## config.mk

```make
export PLATFORM = sky130hd
export DESIGN_NAME = fhd_dev_flat
export DESIGN_NICKNAME = d
export VERILOG_FILES = /design/src/rtl/fhd_pkg.sv /design/src/rtl/fhd_bus_if.sv /design/src/rtl/fhd_dev.sv /design/src/flat_wrapper.sv
export SDC_FILE = /design/constraint.sdc
export NUM_CORES = 1
export LEC_CHECK = 0
export BUFFER_PORTS_ARGS = -buffer_cell sky130_fd_sc_hd__buf_2
export CAP_MARGIN = 10
export CORE_ASPECT_RATIO = 1.5
export CORE_MARGIN = 2
export CORE_UTILIZATION = 58
export DETAILED_ROUTE_END_ITERATION = 6
export PLACE_DENSITY_LB_ADDON = 0.2
export REMOVE_ABC_BUFFERS = 1
export SLEW_MARGIN = 15
export SYNTH_ARGS = -nofsm -noshare
export SYNTH_HDL_FRONTEND = slang
export SYNTH_SLANG_ARGS = --single-unit
```

## constraint.sdc

```tcl
create_clock -name sys_clk -period 9.11 [get_ports sys_clk]
set_clock_uncertainty 0.2 [all_clocks]
set_input_delay 0.911 -clock sys_clk [delete_from_list [all_inputs] [get_ports sys_clk]]
set_output_delay 0.911 -clock sys_clk [all_outputs]
set_load 0.1 [all_outputs]
```

## src/rtl/fhd_pkg.sv

```systemverilog
// Shared constants and types for the floppy host data and rate register block.
// Functional notes
// Data byte port at 3F5, read and write.
// Host paces data accesses by request and direction.
// Every reset leaves the FIFO disabled.
// FIFO inactive at command start; single bytes.
// Execution start flushes all FIFO contents.
// Overrun or underrun ends command and transfer.
// Underrun on write pads with zero bytes.
// Host drains leftover bytes after read overrun.
// Host service latency within threshold budget.
// Input status register at 3F7, read only.
// Compat mode leaves bits 0-6 undriven.
// Bit 7 is inverted cable or forced value.
// Alt mode bit0 density, bits 1-2 rate.
// Alt mode bits 3-6 read one.
// Legacy mode bit3 DMA enable, 4-6 zero.
// Legacy mode bit2 precomp, bits 0-1 rate.
// Rate keeps soft reset, hard reset 250k.
// Rate control write only at 3F7.
// Legacy precomp bit stored, readable, survives soft reset.
// Density output high after hard reset and after 500k or 1M rate writes.
// Most recent rate write of either register wins.
// Direction one means read; request one allows.
// Stored mode picks the 3F7 layouts.
package fhd_pkg;

   // Host-side I/O addresses.
   localparam logic [9:0] FHD_ADDR_MSR     = 10'h3f4;
   localparam logic [9:0] FHD_ADDR_DATA    = 10'h3f5;
   localparam logic [9:0] FHD_ADDR_INP     = 10'h3f7;

   // Rate codes.
   localparam logic [1:0] FHD_RATE_500K    = 2'h0;
   localparam logic [1:0] FHD_RATE_300K    = 2'h1;
   localparam logic [1:0] FHD_RATE_250K    = 2'h2;
   localparam logic [1:0] FHD_RATE_1M      = 2'h3;

   // Interface modes for the 3F7 layouts.
   localparam logic [1:0] FHD_MODE_COMPAT  = 2'h0;
   localparam logic [1:0] FHD_MODE_ALT     = 2'h1;
   localparam logic [1:0] FHD_MODE_LEGACY  = 2'h2;

   // Field positions.
   localparam int         FHD_MSR_REQ_BIT  = 7;
   localparam int         FHD_MSR_XFD_BIT  = 6;
   localparam int         FHD_DSR_SWRST_BIT = 7;
   localparam int         FHD_RTC_NOCOMP_BIT = 2;

   // Values after reset.
   localparam logic [1:0] FHD_RATE_RST     = FHD_RATE_250K;
   localparam logic       FHD_DENS_RST     = 1'b1;
   localparam logic       FHD_FIFO_EN_RST  = 1'b0;
   localparam logic [7:0] FHD_OE_B_RST     = 8'hff;

   // FIFO geometry.
   localparam logic [4:0] FHD_FIFO_DEPTH   = 5'h10;
   localparam logic [4:0] FHD_BYTE_DEPTH   = 5'h01;

   // Host service budget margin.
   localparam int         FHD_CLK_NS       = 40;
   localparam int         FHD_SVC_MARGIN_NS = 1500;
   localparam int         FHD_SVC_MARGIN_CYC = (FHD_SVC_MARGIN_NS + FHD_CLK_NS - 1) / FHD_CLK_NS;

   // Host command port offsets.
   localparam logic [2:0] FHD_H_TXD        = 3'h0;
   localparam logic [2:0] FHD_H_RXGO       = 3'h1;
   localparam logic [2:0] FHD_H_RXD        = 3'h2;
   localparam logic [2:0] FHD_H_STAT       = 3'h3;
   localparam logic [2:0] FHD_H_RTC        = 3'h4;
   localparam logic [2:0] FHD_H_DIRGO      = 3'h5;
   localparam logic [2:0] FHD_H_DIRV       = 3'h6;
   localparam logic [2:0] FHD_H_DSR        = 3'h7;

   // Host operation codes.
   localparam logic [2:0] FHD_OP_DOUT      = 3'h0;
   localparam logic [2:0] FHD_OP_DIN       = 3'h1;
   localparam logic [2:0] FHD_OP_RTC       = 3'h2;
   localparam logic [2:0] FHD_OP_INP       = 3'h3;
   localparam logic [2:0] FHD_OP_DSR       = 3'h4;

   typedef enum logic [2:0] {
      FHD_H_IDLE, FHD_H_POLL, FHD_H_PW1, FHD_H_PW2, FHD_H_XFER, FHD_H_XW1, FHD_H_XW2
   } fhd_hst_state_t;

endpackage : fhd_pkg

```

## src/rtl/fhd_bus_if.sv

```systemverilog
// Host I/O bus between the host end and the floppy register end.
`timescale 1ns/1ps
interface fhd_bus_if (
   input wire logic sys_clk
);
   logic [9:0] addr;
   logic       wr;
   logic       rd;
   logic [7:0] wdata;
   logic [7:0] rdata;
   logic [7:0] rdata_oe_b;
   logic [7:0] dbus;

   // Undriven data lines float high through the bus pull-ups.
   assign dbus = rdata | rdata_oe_b;

   modport dev (input addr, input wr, input rd, input wdata, output rdata, output rdata_oe_b);
   modport host (output addr, output wr, output rd, output wdata, input dbus);
endinterface : fhd_bus_if

```

## src/rtl/fhd_dev.sv

```systemverilog
// Floppy data port FIFO, input status and rate control registers.
//
// The plain strobed port was left to the implementer.
`timescale 1ns/1ps
module fhd_dev (
   // Clock, reset and enable
   input  wire logic            sys_clk,
   input  wire logic            rst_b,
   input  wire logic            ce,
   // Host bus
   fhd_bus_if.dev               bus,
   // Command engine side
   input  wire logic            core_cmd_start,
   input  wire logic            core_exec_start,
   input  wire logic            core_exec_end,
   input  wire logic            core_to_host,
   input  wire logic            core_busy,
   input  wire logic            core_push,
   input  wire logic [7:0]      core_push_data,
   input  wire logic            core_pop,
   input  wire logic            core_cfg_wr,
   input  wire logic            core_cfg_fifo_en,
   input  wire logic [3:0]      core_cfg_thresh,
   output logic [7:0]           core_pop_data,
   output logic                 core_fifo_empty,
   output logic                 core_fifo_req,
   output logic                 core_abort,
   output logic                 core_zero_pad,
   // Configuration and cable
   input  wire logic [1:0]      cfg_mode,
   input  wire logic            force_chg_en,
   input  wire logic            force_chg_val,
   input  wire logic            dma_request_enable,
   input  wire logic            media_changed_pin_b,
   // Drive and controller outputs
   output logic [1:0]           rate_code,
   output logic                 precomp_disable,
   output logic                 density_select_out,
   output logic                 soft_reset_pulse,
   output logic                 host_request_flag,
   output logic                 transfer_direction_flag
);
   import fhd_pkg::*;

   typedef struct packed {
      logic [15:0][7:0] mem;
      logic [3:0]       wp;
      logic [3:0]       rp;
      logic [4:0]       cnt;
      logic             fifo_en;
      logic [3:0]       thr;
      logic             exec;
      logic             pad;
      logic [1:0]       rate;
      logic             nocomp;
      logic             dens;
      logic [2:0]       pin_s;
      logic             pin_f;
      logic [7:0]       rdata;
      logic [7:0]       oe_b;
      logic [7:0]       head;
      logic             hrq;
      logic             xfd;
      logic             empty;
      logic             req;
      logic             abort;
      logic             swrst;
   } fhd_dev_st_t;

   fhd_dev_st_t s_r;
   fhd_dev_st_t s_nxt;

   function automatic logic dens_of(input logic [1:0] r);
      dens_of = (r == FHD_RATE_500K) || (r == FHD_RATE_1M);
   endfunction : dens_of

   always_comb begin
      logic       push;
      logic       pop;
      logic [7:0] pdata;
      logic [4:0] cap;
      logic [4:0] ncap;
      logic       hwr_data;
      logic       hrd_data;
      logic       chg;
      logic       nhigh;
      s_nxt    = s_r;
      push     = 1'b0;
      pop      = 1'b0;
      pdata    = 8'h00;
      ncap     = 5'h00;
      cap      = (s_r.fifo_en && s_r.exec) ? FHD_FIFO_DEPTH : FHD_BYTE_DEPTH;
      hwr_data = bus.wr && (bus.addr == FHD_ADDR_DATA);
      hrd_data = bus.rd && (bus.addr == FHD_ADDR_DATA);
      chg      = force_chg_en ? force_chg_val : ~s_r.pin_f;
      nhigh    = (s_r.rate == FHD_RATE_250K) || (s_r.rate == FHD_RATE_300K);
      s_nxt.abort = 1'b0;
      s_nxt.swrst = 1'b0;
      s_nxt.oe_b  = FHD_OE_B_RST;
      s_nxt.rdata = 8'h00;

      // Three-stage cable synchroniser; a change counts once stages two and three agree.
      s_nxt.pin_s = {s_r.pin_s[1:0], media_changed_pin_b};
      if (s_r.pin_s[1] == s_r.pin_s[2]) begin
         s_nxt.pin_f = s_r.pin_s[2];
      end

      if (core_cmd_start) begin
         s_nxt.exec = 1'b0;
         s_nxt.pad  = 1'b0;
      end
      if (core_exec_end) begin
         s_nxt.exec = 1'b0;
         s_nxt.pad  = 1'b0;
      end
      if (core_cfg_wr) begin
         s_nxt.fifo_en = core_cfg_fifo_en;
         s_nxt.thr     = core_cfg_thresh;
      end

      if (core_exec_start) begin
         // Flush wins over any transfer in the same cycle so no stale byte survives.
         s_nxt.cnt  = 5'h00;
         s_nxt.wp   = 4'h0;
         s_nxt.rp   = 4'h0;
         s_nxt.exec = 1'b1;
         s_nxt.pad  = 1'b0;
      end else begin
         // Host side of the data port.
         if (hwr_data && !core_to_host && (s_r.cnt < cap)) begin
            push  = 1'b1;
            pdata = bus.wdata;
         end
         if (hrd_data && core_to_host && (s_r.cnt != 5'h00)) begin
            pop           = 1'b1;
            s_nxt.rdata   = s_r.head;
            s_nxt.oe_b    = 8'h00;
         end else if (hrd_data) begin
            s_nxt.rdata   = s_r.head;
            s_nxt.oe_b    = 8'h00;
         end
         // Disk side of the data port.
         if (core_push && core_to_host) begin
            if (s_r.cnt < cap) begin
               push  = 1'b1;
               pdata = core_push_data;
            end else if (s_r.exec) begin
               // Leftover bytes stay for the host to drain before results.
               s_nxt.abort = 1'b1;
               s_nxt.exec  = 1'b0;
            end
         end
         if (core_pop && !core_to_host) begin
            if (s_r.cnt != 5'h00) begin
               pop = 1'b1;
            end else if (s_r.exec) begin
               s_nxt.abort = 1'b1;
               s_nxt.exec  = 1'b0;
               s_nxt.pad   = 1'b1;
            end
         end
      end

      if (push) begin
         s_nxt.mem[s_r.wp] = pdata;
         s_nxt.wp          = s_r.wp + 4'h1;
      end
      if (pop) begin
         s_nxt.rp = s_r.rp + 4'h1;
      end
      if (!core_exec_start) begin
         s_nxt.cnt = s_r.cnt + {4'h0, push} - {4'h0, pop};
      end

      // Rate and status register writes.
      if (bus.wr && (bus.addr == FHD_ADDR_MSR)) begin
         s_nxt.rate = bus.wdata[1:0];
         s_nxt.dens = dens_of(bus.wdata[1:0]);
         if (bus.wdata[FHD_DSR_SWRST_BIT]) begin
            // Soft reset spares the rate, precomp and density settings.
            s_nxt.fifo_en = FHD_FIFO_EN_RST;
            s_nxt.thr     = 4'h0;
            s_nxt.cnt     = 5'h00;
            s_nxt.wp      = 4'h0;
            s_nxt.rp      = 4'h0;
            s_nxt.exec    = 1'b0;
            s_nxt.pad     = 1'b0;
            s_nxt.swrst   = 1'b1;
         end
      end
      if (bus.wr && (bus.addr == FHD_ADDR_INP)) begin
         s_nxt.rate = bus.wdata[1:0];
         s_nxt.dens = dens_of(bus.wdata[1:0]);
         if (cfg_mode == FHD_MODE_LEGACY) begin
            s_nxt.nocomp = bus.wdata[FHD_RTC_NOCOMP_BIT];
         end
      end

      // Register reads other than the data port.
      if (bus.rd && (bus.addr == FHD_ADDR_MSR)) begin
         s_nxt.rdata = {s_r.hrq, s_r.xfd, 1'b0, core_busy, 4'h0};
         s_nxt.oe_b  = 8'h00;
      end
      if (bus.rd && (bus.addr == FHD_ADDR_INP)) begin
         case (cfg_mode)
            FHD_MODE_COMPAT: begin
               s_nxt.rdata = {chg, 7'h00};
               s_nxt.oe_b  = 8'h7f;
            end
            FHD_MODE_ALT: begin
               s_nxt.rdata = {chg, 4'hf, s_r.rate, nhigh};
               s_nxt.oe_b  = 8'h00;
            end
            FHD_MODE_LEGACY: begin
               s_nxt.rdata = {chg, 3'h0, dma_request_enable, s_r.nocomp, s_r.rate};
               s_nxt.oe_b  = 8'h00;
            end
            default: begin
               s_nxt.rdata = {chg, 7'h00};
               s_nxt.oe_b  = 8'h7f;
            end
         endcase
      end

      // Registered views of the new FIFO state.
      ncap        = (s_nxt.fifo_en && s_nxt.exec) ? FHD_FIFO_DEPTH : FHD_BYTE_DEPTH;
      s_nxt.empty = (s_nxt.cnt == 5'h00);
      s_nxt.head  = (s_nxt.pad || s_nxt.empty) ? 8'h00 : s_nxt.mem[s_nxt.rp];
      s_nxt.xfd   = core_to_host;
      s_nxt.hrq   = core_to_host ? !s_nxt.empty : (s_nxt.cnt < ncap);
      if (core_to_host) begin
         s_nxt.req = s_nxt.exec && s_nxt.fifo_en && (s_nxt.cnt > {1'b0, s_nxt.thr});
      end else begin
         s_nxt.req = s_nxt.exec && s_nxt.fifo_en && ((FHD_FIFO_DEPTH - s_nxt.cnt) > {1'b0, s_nxt.thr});
      end
   end

   always_ff @(posedge sys_clk) begin
      if (!rst_b) begin
         s_r         <= '0;
         s_r.rate    <= FHD_RATE_RST;
         s_r.dens    <= FHD_DENS_RST;
         s_r.fifo_en <= FHD_FIFO_EN_RST;
         s_r.oe_b    <= FHD_OE_B_RST;
         s_r.empty   <= 1'b1;
         s_r.hrq     <= 1'b1;
         s_r.pin_s   <= 3'h7;
         s_r.pin_f   <= 1'b1;
      end else if (ce) begin
         s_r <= s_nxt;
      end
   end

   assign bus.rdata               = s_r.rdata;
   assign bus.rdata_oe_b          = s_r.oe_b;
   assign core_pop_data           = s_r.head;
   assign core_fifo_empty         = s_r.empty;
   assign core_fifo_req           = s_r.req;
   assign core_abort              = s_r.abort;
   assign core_zero_pad           = s_r.pad;
   assign rate_code               = s_r.rate;
   assign precomp_disable         = s_r.nocomp;
   assign density_select_out      = s_r.dens;
   assign soft_reset_pulse        = s_r.swrst;
   assign host_request_flag       = s_r.hrq;
   assign transfer_direction_flag = s_r.xfd;

endmodule : fhd_dev

```

## src/flat_wrapper.sv

```systemverilog
// flat-port wrapper written by rule: the top's interface ports become plain ports
module fhd_dev_flat import fhd_pkg::*;
  (sys_clk, rst_b, ce, core_cmd_start, core_exec_start, core_exec_end, core_to_host, core_busy, core_push, core_push_data, core_pop, core_cfg_wr, core_cfg_fifo_en, core_cfg_thresh, core_pop_data, core_fifo_empty, core_fifo_req, core_abort, core_zero_pad, cfg_mode, force_chg_en, force_chg_val, dma_request_enable, media_changed_pin_b, rate_code, precomp_disable, density_select_out, soft_reset_pulse, host_request_flag, transfer_direction_flag, bus_addr, bus_wr, bus_rd, bus_wdata, bus_rdata, bus_rdata_oe_b);
  fhd_bus_if bus_i (.sys_clk(sys_clk));
  input  wire logic sys_clk;
  input  wire logic rst_b;
  input  wire logic ce;
  input  wire logic core_cmd_start;
  input  wire logic core_exec_start;
  input  wire logic core_exec_end;
  input  wire logic core_to_host;
  input  wire logic core_busy;
  input  wire logic core_push;
  input  wire logic [7:0] core_push_data;
  input  wire logic core_pop;
  input  wire logic core_cfg_wr;
  input  wire logic core_cfg_fifo_en;
  input  wire logic [3:0] core_cfg_thresh;
  output logic [7:0] core_pop_data;
  output logic core_fifo_empty;
  output logic core_fifo_req;
  output logic core_abort;
  output logic core_zero_pad;
  input  wire logic [1:0] cfg_mode;
  input  wire logic force_chg_en;
  input  wire logic force_chg_val;
  input  wire logic dma_request_enable;
  input  wire logic media_changed_pin_b;
  output logic [1:0] rate_code;
  output logic precomp_disable;
  output logic density_select_out;
  output logic soft_reset_pulse;
  output logic host_request_flag;
  output logic transfer_direction_flag;
  input wire logic [$bits(bus_i.addr)-1:0] bus_addr;
  input wire logic [$bits(bus_i.wr)-1:0] bus_wr;
  input wire logic [$bits(bus_i.rd)-1:0] bus_rd;
  input wire logic [$bits(bus_i.wdata)-1:0] bus_wdata;
  output wire logic [$bits(bus_i.rdata)-1:0] bus_rdata;
  output wire logic [$bits(bus_i.rdata_oe_b)-1:0] bus_rdata_oe_b;
  assign bus_i.addr = bus_addr;
  assign bus_i.wr = bus_wr;
  assign bus_i.rd = bus_rd;
  assign bus_i.wdata = bus_wdata;
  assign bus_rdata = bus_i.rdata;
  assign bus_rdata_oe_b = bus_i.rdata_oe_b;
  fhd_dev u_core (.sys_clk(sys_clk), .rst_b(rst_b), .ce(ce), .bus(bus_i), .core_cmd_start(core_cmd_start), .core_exec_start(core_exec_start), .core_exec_end(core_exec_end), .core_to_host(core_to_host), .core_busy(core_busy), .core_push(core_push), .core_push_data(core_push_data), .core_pop(core_pop), .core_cfg_wr(core_cfg_wr), .core_cfg_fifo_en(core_cfg_fifo_en), .core_cfg_thresh(core_cfg_thresh), .core_pop_data(core_pop_data), .core_fifo_empty(core_fifo_empty), .core_fifo_req(core_fifo_req), .core_abort(core_abort), .core_zero_pad(core_zero_pad), .cfg_mode(cfg_mode), .force_chg_en(force_chg_en), .force_chg_val(force_chg_val), .dma_request_enable(dma_request_enable), .media_changed_pin_b(media_changed_pin_b), .rate_code(rate_code), .precomp_disable(precomp_disable), .density_select_out(density_select_out), .soft_reset_pulse(soft_reset_pulse), .host_request_flag(host_request_flag), .transfer_direction_flag(transfer_direction_flag));
endmodule
```

==> key figures, run 1 <==
Logic synthesis
  • Top post-synthesis cells by count: nand2_1, dfxtp_1, o21ai_0
  • Top post-synthesis cells by area: dfxtp_1, nand2_1, o21ai_0, and2_1, mux2i_1
  • Yosys top cell by area: dfxtp_1
  • Cell variety after synth: 75
  • Register bit total from synthesis: 180
  • Synth top area share: 33.7%
  • Syn_area_per_cell: 7.71 sq um
  • Sequential fraction of the synthesis area: 33.7%
  • Gate Count Post-Synth: 1387
  • Synth Flop Type: dfxtp_1
  • Synthesized area: 10700 sq um
  • Count leader, synth: nand2_1
  • EDFF count, synth: 0
  • Post-synth ARST share: 0%
  • Yosys warns: 0

Clock tree
  • Clk buf depth: 2
  • Sink Count: 180
  • Clock-pin slew on the worst setup and hold paths: 0.07 ns
  • Gates resized, CTS repair: 0
  • Skew-Pair Late Insertion Delay: 0.44 ns
  • CTS tree: yes
  • Hold-fix buffers, CTS: 0
  • Setup bufs post-CTS: 0
  • Clk root buf: clkbuf_16
  • Num CTS Buffers: 17
  • H-tree level count: 4

Placed design
  • Post-detail-place hpwl: 20600 microns
  • Gpl congestion: 0.921
  • Buffers added on ports: 84

Power
  • P per Cell Area: 152 nW/um^2
  • NetSw: 0.000445 W
  • Clock Power Share: 46.2%
  • Sequential fraction of design power: 45.3%
  • Peak VDD IR: 0.110 mV
  • Leak: 4.24 nW
  • Switching Fraction: 25.3%
  • Power Internal: 0.00131 W
  • Gate power share: 8.5%

Detailed routing
  • ANT nets after route: 0
  • DR iter-0 viols: 909
  • Via density: 6.15
  • Residual DRC count: 4
  • Final wirelength: 29900 microns
  • Vias post-DR: 9914
  • WL per Instance: 18.6 microns
  • Drt first pass iters: 7

STA
  • Final Hold Fails: 0
  • RSZ-0062 raised after global routing: false
  • Max transition margin: 24.9%
  • Final TNS setup: 0 ns
  • WHS: 0.257 ns
  • Setup Viol. Count Final: 0
  • Final worst-path cycle share: 50.4%
  • Min Tclk post-route: 4.59 ns
  • Slew Limit Fails: 0
  • Least-Margin Pin Slew: 1.12 ns
  • FMAX: 218 MHz

Worst hold path
  • HP Class: flop to flop
  • Hold Path Stages: 1
  • HP Start: u_core.bus.rdata_oe_b[7]
  • Hold worst-path end: u_core.bus.rdata_oe_b[7]

Die
  • # rows: 60
  • Die ar.: 19600 sq um
  • Initial Utilization: 59.3%
  • I/O pins: 85
  • Die span in y: 170 microns
  • Chip Width: 115 microns
  • Core ar.: 18000 sq um

Final layout
  • Area Growth Syn to Fin: 8.20%
  • Share of post-route cells with drive strength above 1: 12.7%
  • Fillers: 1640
  • Final nets: 1457

Setup path
  • R2R setup slack: 4.56 ns
  • CP required: 9.24 ns
  • Reg-to-reg startpoint: u_core.s_r[46]
  • Crit Path Class: input pin to flop
  • Worst setup EP type: flop
  • FF-to-FF End: u_core.core_pop_data[7]
  • Crit start category: input pin
  • FF-to-FF path depth: 16
  • Crit-path max FO: 10
  • Crit path arrival time: 4.72 ns
  • Worst Setup SP: bus_addr[8]

Job
  • Maxcap violations: 0

Global route
  • Tot GR Track Use: 30.8%
  • Initial antenna violation count: 1
  • First-pass GRT wire length: 47500 microns
  • Remaining Overflow, GRT: 0
  • Largest net degree at the start of global routing: 122
  • Vias in the first global route: 9109

Run status
  • Failing checks: DRC
  • Status: finished, violations left
==> worst max-delay path by stage <==
stage | slack (ns) | end
floorplan | 3.21 | bus_rdata_oe_b[0]
global placement | 4.22 | u_core.core_pop_data[6]
detailed placement | 4.15 | u_core.core_pop_data[7]
CTS | 4.58 | u_core.core_pop_data[6]
global route | 4.23 | u_core.core_pop_data[7]
finish | 4.52 | u_core.core_pop_data[7]
==> layer usage <==
metal  GRT usage (%)  vias up  routed length (microns)
met5               0        -                        0
met4            15.6        0                     1230
met3            5.13       79                     1880
met2            52.1      431                    14600
met1            37.4     4547                    12200
li1                -     4857                        -
==> per-stage QoR <==
stage	std cells	util [%]	cell area [sq um]	setup WS (ns)	total power [W]
finish	1611	64.2	11600	4.52	0.00176
global placement	1578	60.6	10900	4.22	0.000960
CTS	1610	64.2	11600	4.58	0.00176
global route	1611	64.2	11600	4.23	0.00181
detailed placement	1578	60.6	10900	4.15	0.000962
floorplan	1255	-	10100	3.21	0.000903
==> critical path, stage by stage <==
cell and delay (ns):
buf_2 0.09, nand4_2 0.24, o31ai_1 0.49, nand2_1 0.17, nor2_1 0.12, ha_1 0.23
inv_1 0.06, ha_1 0.17, fa_1 0.46, nand2_1 0.11, ha_1 0.18, nor3b_1 0.27
ha_1 0.26, nor2_1 0.07, o21ai_1 0.45, nor4_1 0.15, a32o_1 0.29
==> power by group through the flow <==
| stage | Clock, W | Combinational, W | Sequential [W] |
|---|---|---|---|
| after global routing | 0.000849 | 0.000160 | 0.000796 |
| after global placement | 0 | 0.000146 | 0.000814 |
| after floorplan | 0 | 0.0000568 | 0.000846 |
| after CTS | 0.000817 | 0.000148 | 0.000796 |
| after detailed placement | 0 | 0.000147 | 0.000814 |
| final | 0.000812 | 0.000149 | 0.000796 |
==> cell type report <==
class                           count  area [sq um]  area share, %
Timing Repair Buffer              106           588           5.08
Clock inverter                     13           195           1.69
Sequential cell                   180          3600           31.1
Multi-Input combinational cell   1054          6380           55.1
Tap cell                          217           272           2.35
Antenna cell                        1          2.50         0.0216
Inverter                           21          78.8          0.681
Clock buffer                       19           453           3.91
==> registers in the layout (all words and copies together), names as in the netlist <==
register and count:
u_core.density_select_out 1, u_core.core_abort 1, u_core.precomp_disable 1, u_core.core_fifo_empty 1, u_core.bus.rdata 8, u_core.soft_reset_pulse 1
u_core.host_request_flag 1, u_core.core_zero_pad 1, u_core.core_fifo_req 1, u_core.s_nxt 2, u_core.s_r 149, u_core.rate_code 2
u_core.core_pop_data 8, u_core.bus.rdata_oe_b 2, u_core.transfer_direction_flag 1
==> kinds of logic (layout without fill, tap and decap cells) <==
logic type	after synthesis	in the layout	synth area share, %
buf+inv	153	159	6.73
flops	180	180	33.7
xor+xnor	8	8	0.655
other cells	0	1	0
mux	46	46	4.70
fa+ha+maj	27	27	3.23
compound gates	371	371	21.8
simple gates	602	602	29.2
==> layout by cell type (no fill, tap or decap), types with 17 or more instances in the layout <==
cell type	instances
a211oi_1	25
a21oi_1	56
a221oi_1	17
and2_1	129
buf_2	83
buf_4	23
clkbuf_16	17
dfxtp_1	180
ha_1	26
inv_1	21
mux2i_1	33
nand2_1	227
nand3_1	26
nor2_1	57
nor2b_1	21
nor3_1	60
o21ai_0	166
Note: power is estimated with default switching activity, not from simulation.
==> run 2: changes to the inputs <==
==> constraint.sdc (replaced) <==
create_clock -name sys_clk -period 4.5 [get_ports sys_clk]
set_clock_uncertainty 0.2 [all_clocks]
set_input_delay 0.45 -clock sys_clk [delete_from_list [all_inputs] [get_ports sys_clk]]
set_output_delay 0.45 -clock sys_clk [all_outputs]
set_load 0.1 [all_outputs]
==> run 2 against run 1 <==
- combinational power rose by 120%
- die area did not move
- the flow now finishes without violations
- core utilization rose by 1.1 points
- critical path type is now flop to flop
- final area rose by 1.8%
- hold slack got worse by 0.24 ns
- total power rose by 95%
- first-iteration DRC count fell by 2.6%
- highest routed layer unchanged
- clock-buffer cell count fell by 1
==> key figures, run 2 (synthesis results as in run 1) <==
Run status
  • Status: complete, no violations

Setup path
  • Crit Path Class: flop to flop
  • Crit path buf inv count: 1 (-1)
  • Slowest cell on crit path: fa_1
  • Crit start category: flop
  • Family with the most delay on the worst path: adder cells
  • Crit path arrival time: 4.31 ns (-0.41 ns)
  • Most common cell on crit path: ha_1
  • CP cell instances: nand2_1, ha_1, and2_0, a221oi_2, o21ai_2, nor2_1, ha_1, fa_1, nand2_1, ha_1, nor3b_1, ha_1, nor2_1, o21ai_2, buf_4, a221oi_1, a32o_1
  • CP required: 4.63 ns (-4.61 ns)
  • Worst setup EP type: flop
  • Worst stage delay on the critical path: 0.46 ns (-0.03 ns)
  • Crit-path max FO: 6 (-4)

Die
  • Die span in y: 170 microns (unchanged)
  • Initial Utilization: 59.3% (unchanged)
  • I/O pins: 85 (unchanged)
  • Chip Width: 115 microns (unchanged)
  • Die ar.: 19600 sq um (unchanged)
  • Core ar.: 18000 sq um (unchanged)
  • # rows: 60 (unchanged)

Global route
  • GR peak layer: met2
  • M1 GR Usage: 38.2% (+0.78 points)
  • Tot GR Track Use: 31.9% (+1.0 points)
  • Initial antenna violation count: 1 (unchanged)
  • Largest net degree at the start of global routing: 91 (-25%)
  • Remaining Overflow, GRT: 0 (unchanged)
  • First-pass GRT wire length: 49100 microns (+3.3%)
  • GR Util met2: 54.3% (+2.2 points)
  • Vias in the first global route: 9320 (+2.3%)
  • M3 GR Usage: 5.52% (+0.39 points)

Detailed routing
  • DR iter-0 viols: 885 (-2.6%)
  • Residual DRC count: 0 (-4)
  • Via density: 6.13 (-0.39%)
  • Final wirelength: 31000 microns (+3.6%)
  • ANT nets after route: 0 (unchanged)
  • Vias post-DR: 10.1k (+1.7%)
  • WL per Instance: 18.8 microns (+1.4%)
  • Drt first pass iters: 5 (-2)

Clock tree
  • Clk root buf: clkbuf_16
  • Num CTS Buffers: 17 (unchanged)
  • H-tree level count: 4 (unchanged)
  • Setup bufs post-CTS: 0 (unchanged)
  • Sink Count: 180 (unchanged)
  • Clk buf depth: 2 (unchanged)
  • Skew-Pair Late Insertion Delay: 0.44 ns (about the same)
  • CTS tree: yes
  • Clock-pin slew on the worst setup and hold paths: 0.08 ns (about the same)

Placed design
  • Pre-CTS WS: 0.0574 ns (-4.09 ns)
  • Buffers added on ports: 84 (unchanged)
  • Gpl congestion: 0.938 (+1.8%)
  • DP Area: 11200 sq um (+2.5%)
  • Placed insts: 1612 (+2.2%)
  • Post-detail-place hpwl: 21500 microns (+4.4%)

STA
  • Max transition margin: 42.1% (+17 points)
  • Final Hold Fails: 0 (unchanged)
  • Min Tclk post-route: 4.18 ns
  • FMAX: 239 MHz
  • Final worst-path cycle share: 92.9%
  • Setup Viol. Count Final: 0 (unchanged)
  • RSZ-0062 raised after global routing: false
  • WHS: 0.0203 ns (-0.237 ns)
  • Least-Margin Pin Slew: 0.869 ns (-0.247 ns)
  • Final setup margin: 0.319 ns (-4.20 ns)
  • Slew Limit Fails: 0 (unchanged)

Final layout
  • Max FFs per register: 149 (unchanged)
  • Share of post-route cells with drive strength above 1: 14.9% (+2.1 points)
  • Commonest non-fill, non-tap cells in the layout: nand2_1, dfxtp_1, o21ai_0
  • Largest Register: u_core.s_r
  • Final instance area: 11800 sq um (+1.8%)
  • Fillers: 1620 (-1.2%)
  • Commonest non-fill, non-tap cell in the layout: nand2_1
  • Multi-input logic area: 6380 sq um (about the same)
  • Final nets: 1491 (+2.3%)
  • Register area: 3600 sq um (unchanged)
  • Non-Filler Instances: 1645 (+2.1%)
  • Area Growth Syn to Fin: 10.1%

Power
  • Leak: 4.38 nW (+3.4%)
  • P per Cell Area: 291 nW/um^2 (+92%)
  • Pwr Total: 0.00343 W (+95%)
  • Peak VDD IR: 0.188 mV (+71%)

Job
  • Maxcap violations: 0 (unchanged)

Worst hold path
  • HP Class: input pin to flop
==> run 2: cell types whose count changed in the layout (fill, tap and decap cells not counted) <==
cell / before / now
clkinv_4: 3 / 2
inv_6: 2 / 6
clkbuf_8: 2 / 1
o21ai_2: 2 / 3
inv_8: 1 / 2
bufinv_16: 4 / 1
buf_4: 23 / 56
o21ai_1: 3 / 2
buf_12: 0 / 1
==> run 2: layout make-up <==
| class | count | area share [%] |
|---|---|---|
| timing repair buffer | 140 | 7.27 |
| clock inverter | 14 | 1.21 |
| tap | 217 | 2.31 |
| antenna | 1 | 0.0213 |
| clock buffer | 18 | 3.73 |
| multi-input combinational | 1054 | 54.2 |
| inverter | 21 | 0.669 |
| sequential | 180 | 30.6 |
==> run 2: per-stage QoR <==
step	setup TNS (ns)	util, %
2_1_floorplan	-7.61	-
3_3_place_gp	0	62.1
3_5_place_dp	0	62.1
4_1_cts	0	65.3
5_1_grt	0	65.4
6_report	0	65.4
==> run 2: path summary, 6_finish.rpt <==
kind,start,end,slack [ns],depth (start not counted)
max,u_core.s_r[39],u_core.core_pop_data[5],0.32,17
min,media_changed_pin_b,u_core.s_nxt[32],0.02,3
max reg2reg,u_core.s_r[39],u_core.core_pop_data[5],0.32,17
min reg2reg,u_core.bus.rdata_oe_b[7],u_core.bus.rdata_oe_b[7],0.26,1
==> run 2: layer usage <==
| metal | wire [microns] | part of all wire, % | vias to the layer above |
|---|---|---|---|
| li1 | - | - | 4919 |
| met1 | 12400 | 40 | 4697 |
| met3 | 1910 | 6.2 | 75 |
| met2 | 15300 | 49 | 393 |
| met4 | 1370 | 4.4 | 0 |
| met5 | 0 | 0 | - |
==> run 2: worst register-to-register path: cells and delay by family (launching register included) <==
family	cells	cell delay, ns
simple gates	6	0.86
flops	1	0.42
compound gates	5	0.93
buf+inv	1	0.21
fa+ha+maj	5	1.45
==> run 2: what timing repair did <==
item,in CTS,in global routing
endpoints found under the hold margin,0,0
endpoints found under the setup margin,0,6
gates resized for setup,0,1
hold buffers,0,0
==> run 2: power breakdown <==
| part | internal, W | switching [W] |
|---|---|---|
| Sequential | 0.00160 | 0.00000819 |
| Clock | 0.000796 | 0.000701 |
| Combinational | 0.0000941 | 0.000229 |
| Total | 0.00249 | 0.000938 |
==> run 3: changes to the inputs <==
--- a/config.mk
+++ b/config.mk
@@ -9,8 +9,9 @@
 export CAP_MARGIN = 10
 export CORE_ASPECT_RATIO = 1.5
 export CORE_MARGIN = 2
-export CORE_UTILIZATION = 58
+export CORE_UTILIZATION = 61
 export DETAILED_ROUTE_END_ITERATION = 6
+export HOLD_SLACK_MARGIN = 0.1
 export PLACE_DENSITY_LB_ADDON = 0.2
 export REMOVE_ABC_BUFFERS = 1
 export SLEW_MARGIN = 15
==> run 3 against run 2 <==
- combinational power barely moved
- setup slack better by 0.049 ns
- sequential share of layout area down 0.078 points
- critical path type unchanged
- clock power up 5%
- maximum frequency up 1.2%
- largest power group unchanged
- final area is 0.26% higher
- first-iteration DRC count is 8.1% higher
- clock-buffer cell count grew 2
- hold slack improved by 0.093 ns
- critical path depth is the same
==> key figures, run 3 (synthesis results as in run 1) <==
Final layout
  • Max FFs per register: 149 (unchanged)
  • Fillers: 1436 (-11%)
  • Multi-input logic area: 6380 sq um (unchanged)
  • Commonest non-fill, non-tap cell in the layout: nand2_1
  • Register area: 3600 sq um (unchanged)
  • Area Growth Syn to Fin: 10.4%
  • Largest Register: u_core.s_r
  • Commonest non-fill, non-tap cells in the layout: nand2_1, dfxtp_1, o21ai_0
  • Final nets: 1491 (unchanged)
  • Share of post-route cells with drive strength above 1: 14.6% (-0.28 points)
  • Final instance area: 11800 sq um (+0.26%)
  • Ant diodes: 0 (-1)

Setup path
  • Crit Path Class: flop to flop
  • Worst stage delay on the critical path: 0.47 ns (about the same)
  • Crit. path cell count: 17 (unchanged)
  • Family with the most delay on the worst path: adder cells
  • FF-to-FF End: u_core.core_pop_data[4]
  • R2R setup slack: 0.37 ns (+0.05 ns)
  • Most common cell on crit path: ha_1
  • Crit-path max FO: 6 (unchanged)
  • Crit start category: flop
  • Reg-to-reg startpoint: u_core.s_r[39]
  • Slowest cell on crit path: fa_1
  • CP required: 4.63 ns (about the same)
  • Crit path buf inv count: 1 (unchanged)
  • CP endpoint: u_core.core_pop_data[4]
  • Crit path arrival time: 4.26 ns (-0.05 ns)
  • Worst setup EP type: flop
  • FF-to-FF path depth: 17 (unchanged)
  • CP cell instances: nand2_1, ha_1, and2_0, a221oi_2, o21ai_2, nor2_1, ha_1, fa_1, nand2_1, ha_1, nor3b_1, ha_1, nor2_1, o21ai_2, buf_4, a221oi_1, a32o_1
  • Worst Setup SP: u_core.s_r[39]

Detailed routing
  • Via density: 6.17 (+0.66%)
  • Vias post-DR: 10.1k (+0.36%)
  • Residual DRC count: 0 (unchanged)
  • WL per Instance: 18.5 microns (-2.0%)
  • DR iter-0 viols: 957 (+8.1%)
  • Drt first pass iters: 5 (unchanged)
  • ANT nets after route: 0 (unchanged)
  • Final wirelength: 30300 microns (-2.3%)

Die
  • Die ar.: 18600 sq um (-4.8%)
  • # rows: 59 (-1.7%)
  • Initial Utilization: 61.9% (+2.6 points)
  • I/O pins: 85 (unchanged)
  • Core ar.: 17300 sq um (-4.1%)
  • Chip Width: 112 microns (-2.4%)
  • Die span in y: 166 microns (-2.4%)

STA
  • RSZ-0062 raised after global routing: false
  • Least-Margin Pin Slew: 0.909 ns (+0.0406 ns)
  • Max transition margin: 39.4% (-2.7 points)
  • WHS: 0.113 ns (+0.0929 ns)
  • Setup Viol. Count Final: 0 (unchanged)
  • Final worst-path cycle share: 91.8% (-1.1 points)
  • FMAX: 242 MHz (+1.2%)
  • Min Tclk post-route: 4.13 ns (-0.0493 ns)
  • Final Hold Fails: 0 (unchanged)
  • Slew Limit Fails: 0 (unchanged)

Power
  • Leak: 4.38 nW (about the same)
  • P per Cell Area: 297 nW/um^2 (+2.0%)
  • Peak VDD IR: 0.247 mV (+32%)
  • Pwr Total: 0.00351 W (+2.3%)

Run status
  • Status: complete, no violations

Global route
  • First-pass GRT wire length: 48600 microns (-0.90%)
  • Tot GR Track Use: 32.2% (+0.30 points)
  • Vias in the first global route: 9446 (+1.4%)
  • Largest net degree at the start of global routing: 121 (+33%)
  • Remaining Overflow, GRT: 0 (unchanged)
  • Initial antenna violation count: 0 (-1)

Clock tree
  • Clock-pin slew on the worst setup and hold paths: 0.07 ns (about the same)
  • Skew-Pair Late Insertion Delay: 0.44 ns (about the same)
  • Num CTS Buffers: 17 (unchanged)
  • Clk buf depth: 2 (unchanged)
  • Sink Count: 180 (unchanged)
  • Setup bufs post-CTS: 0 (unchanged)
  • H-tree level count: 4 (unchanged)
  • CTS tree: yes
  • Clk root buf: clkbuf_16

Worst hold path
  • HP Class: input pin to flop

Placed design
  • Post-detail-place hpwl: 21400 microns (-0.66%)
  • Buffers added on ports: 84 (unchanged)
  • Gpl congestion: 0.924 (-1.5%)
  • DP Area: 11200 sq um (-0.18%)

Job
  • Maxcap violations: 0 (unchanged)
[run 3: changes by cell type in the layout (fill, tap and decap cells not counted)]
| cell | delta |
|---|---|
| buf_4 | -2 |
| bufinv_16 | +2 |
| clkbuf_1 | +2 |
| clkinv_2 | -1 |
| clkinv_4 | -2 |
| clkinvlp_4 | +1 |
| diode_2 | -1 |
| dlygate4sd3_1 | +2 |
| inv_6 | -1 |
| inv_8 | -1 |
[run 3: report_power, final]
| part | internal [W] | leakage [nW] | switching (W) | total [W] |
|---|---|---|---|---|
| logic | 0.0000945 | 2.64 | 0.000225 | 0.000320 |
| registers | 0.00160 | 1.45 | 0.00000836 | 0.00161 |
| clock network | 0.000902 | 0.291 | 0.000676 | 0.00158 |
[run 3: timing repair]
action                                  in CTS  in global routing
hold buffers                                 2                  0
hold endpoints to repair                     2                  0
endpoints found under the setup margin       0                  6
resized for setup                            0                  1
[run 3: final cells by class]
cell class / instances / share of cell area, %
clock buffers: 20 / 3.78
clock inverters: 12 / 1.42
inverters: 21 / 0.668
multi-input cells: 1054 / 54.1
flip-flops and latches: 180 / 30.5
well taps: 213 / 2.26
repair buffers: 140 / 7.29
[run 3: worst min-delay path, delay by kind of cell]
family,cells,cell delay [ns]
and+or+nand+nor,1,0.07
AOI/OAI and AO/OA,1,0.07
buffers and inverters,1,0.11
[run 3: metrics by stage]
| stage | util, % | std cells | setup TNS, ns | worst slack (ns) |
|---|---|---|---|---|
| 2_1_floorplan | - | 1255 | -7.61 | -1.02 |
| 3_3_place_gp | 64.6 | 1606 | 0 | 0.240 |
| 3_5_place_dp | 64.6 | 1606 | 0 | 0.153 |
| 4_1_cts | 68.3 | 1640 | 0 | 0.260 |
| 5_1_grt | 68.3 | 1640 | 0 | 0.000632 |
| 6_report | 68.3 | 1640 | 0 | 0.368 |
[run 3: how the worst min path moves through the flow]
stage	from	endpoint	slack, ns	depth (start not counted)
5_1_grt	core_cfg_fifo_en	u_core.s_r[44]	0.14	3
3_5_place_dp	u_core.bus.rdata_oe_b[7]	u_core.bus.rdata_oe_b[7]	0.24	1
2_1_floorplan	u_core.s_nxt[32]	u_core.s_nxt[32]	0.24	2
6_report	core_cfg_fifo_en	u_core.s_r[44]	0.11	3
3_3_place_gp	u_core.bus.rdata_oe_b[7]	u_core.bus.rdata_oe_b[7]	0.23	1
4_1_cts	core_cfg_fifo_en	u_core.s_r[44]	0.11	3
[run 3: layer usage]
| metal | wire, microns | GRT usage [%] | vias to the layer above |
|---|---|---|---|
| li1 | - | - | 4925 |
| met1 | 12300 | 39.4 | 4704 |
| met2 | 14900 | 55.5 | 420 |
| met3 | 1970 | 5.40 | 71 |
| met4 | 1090 | 13.5 | 0 |
| met5 | 0 | 0 | - |
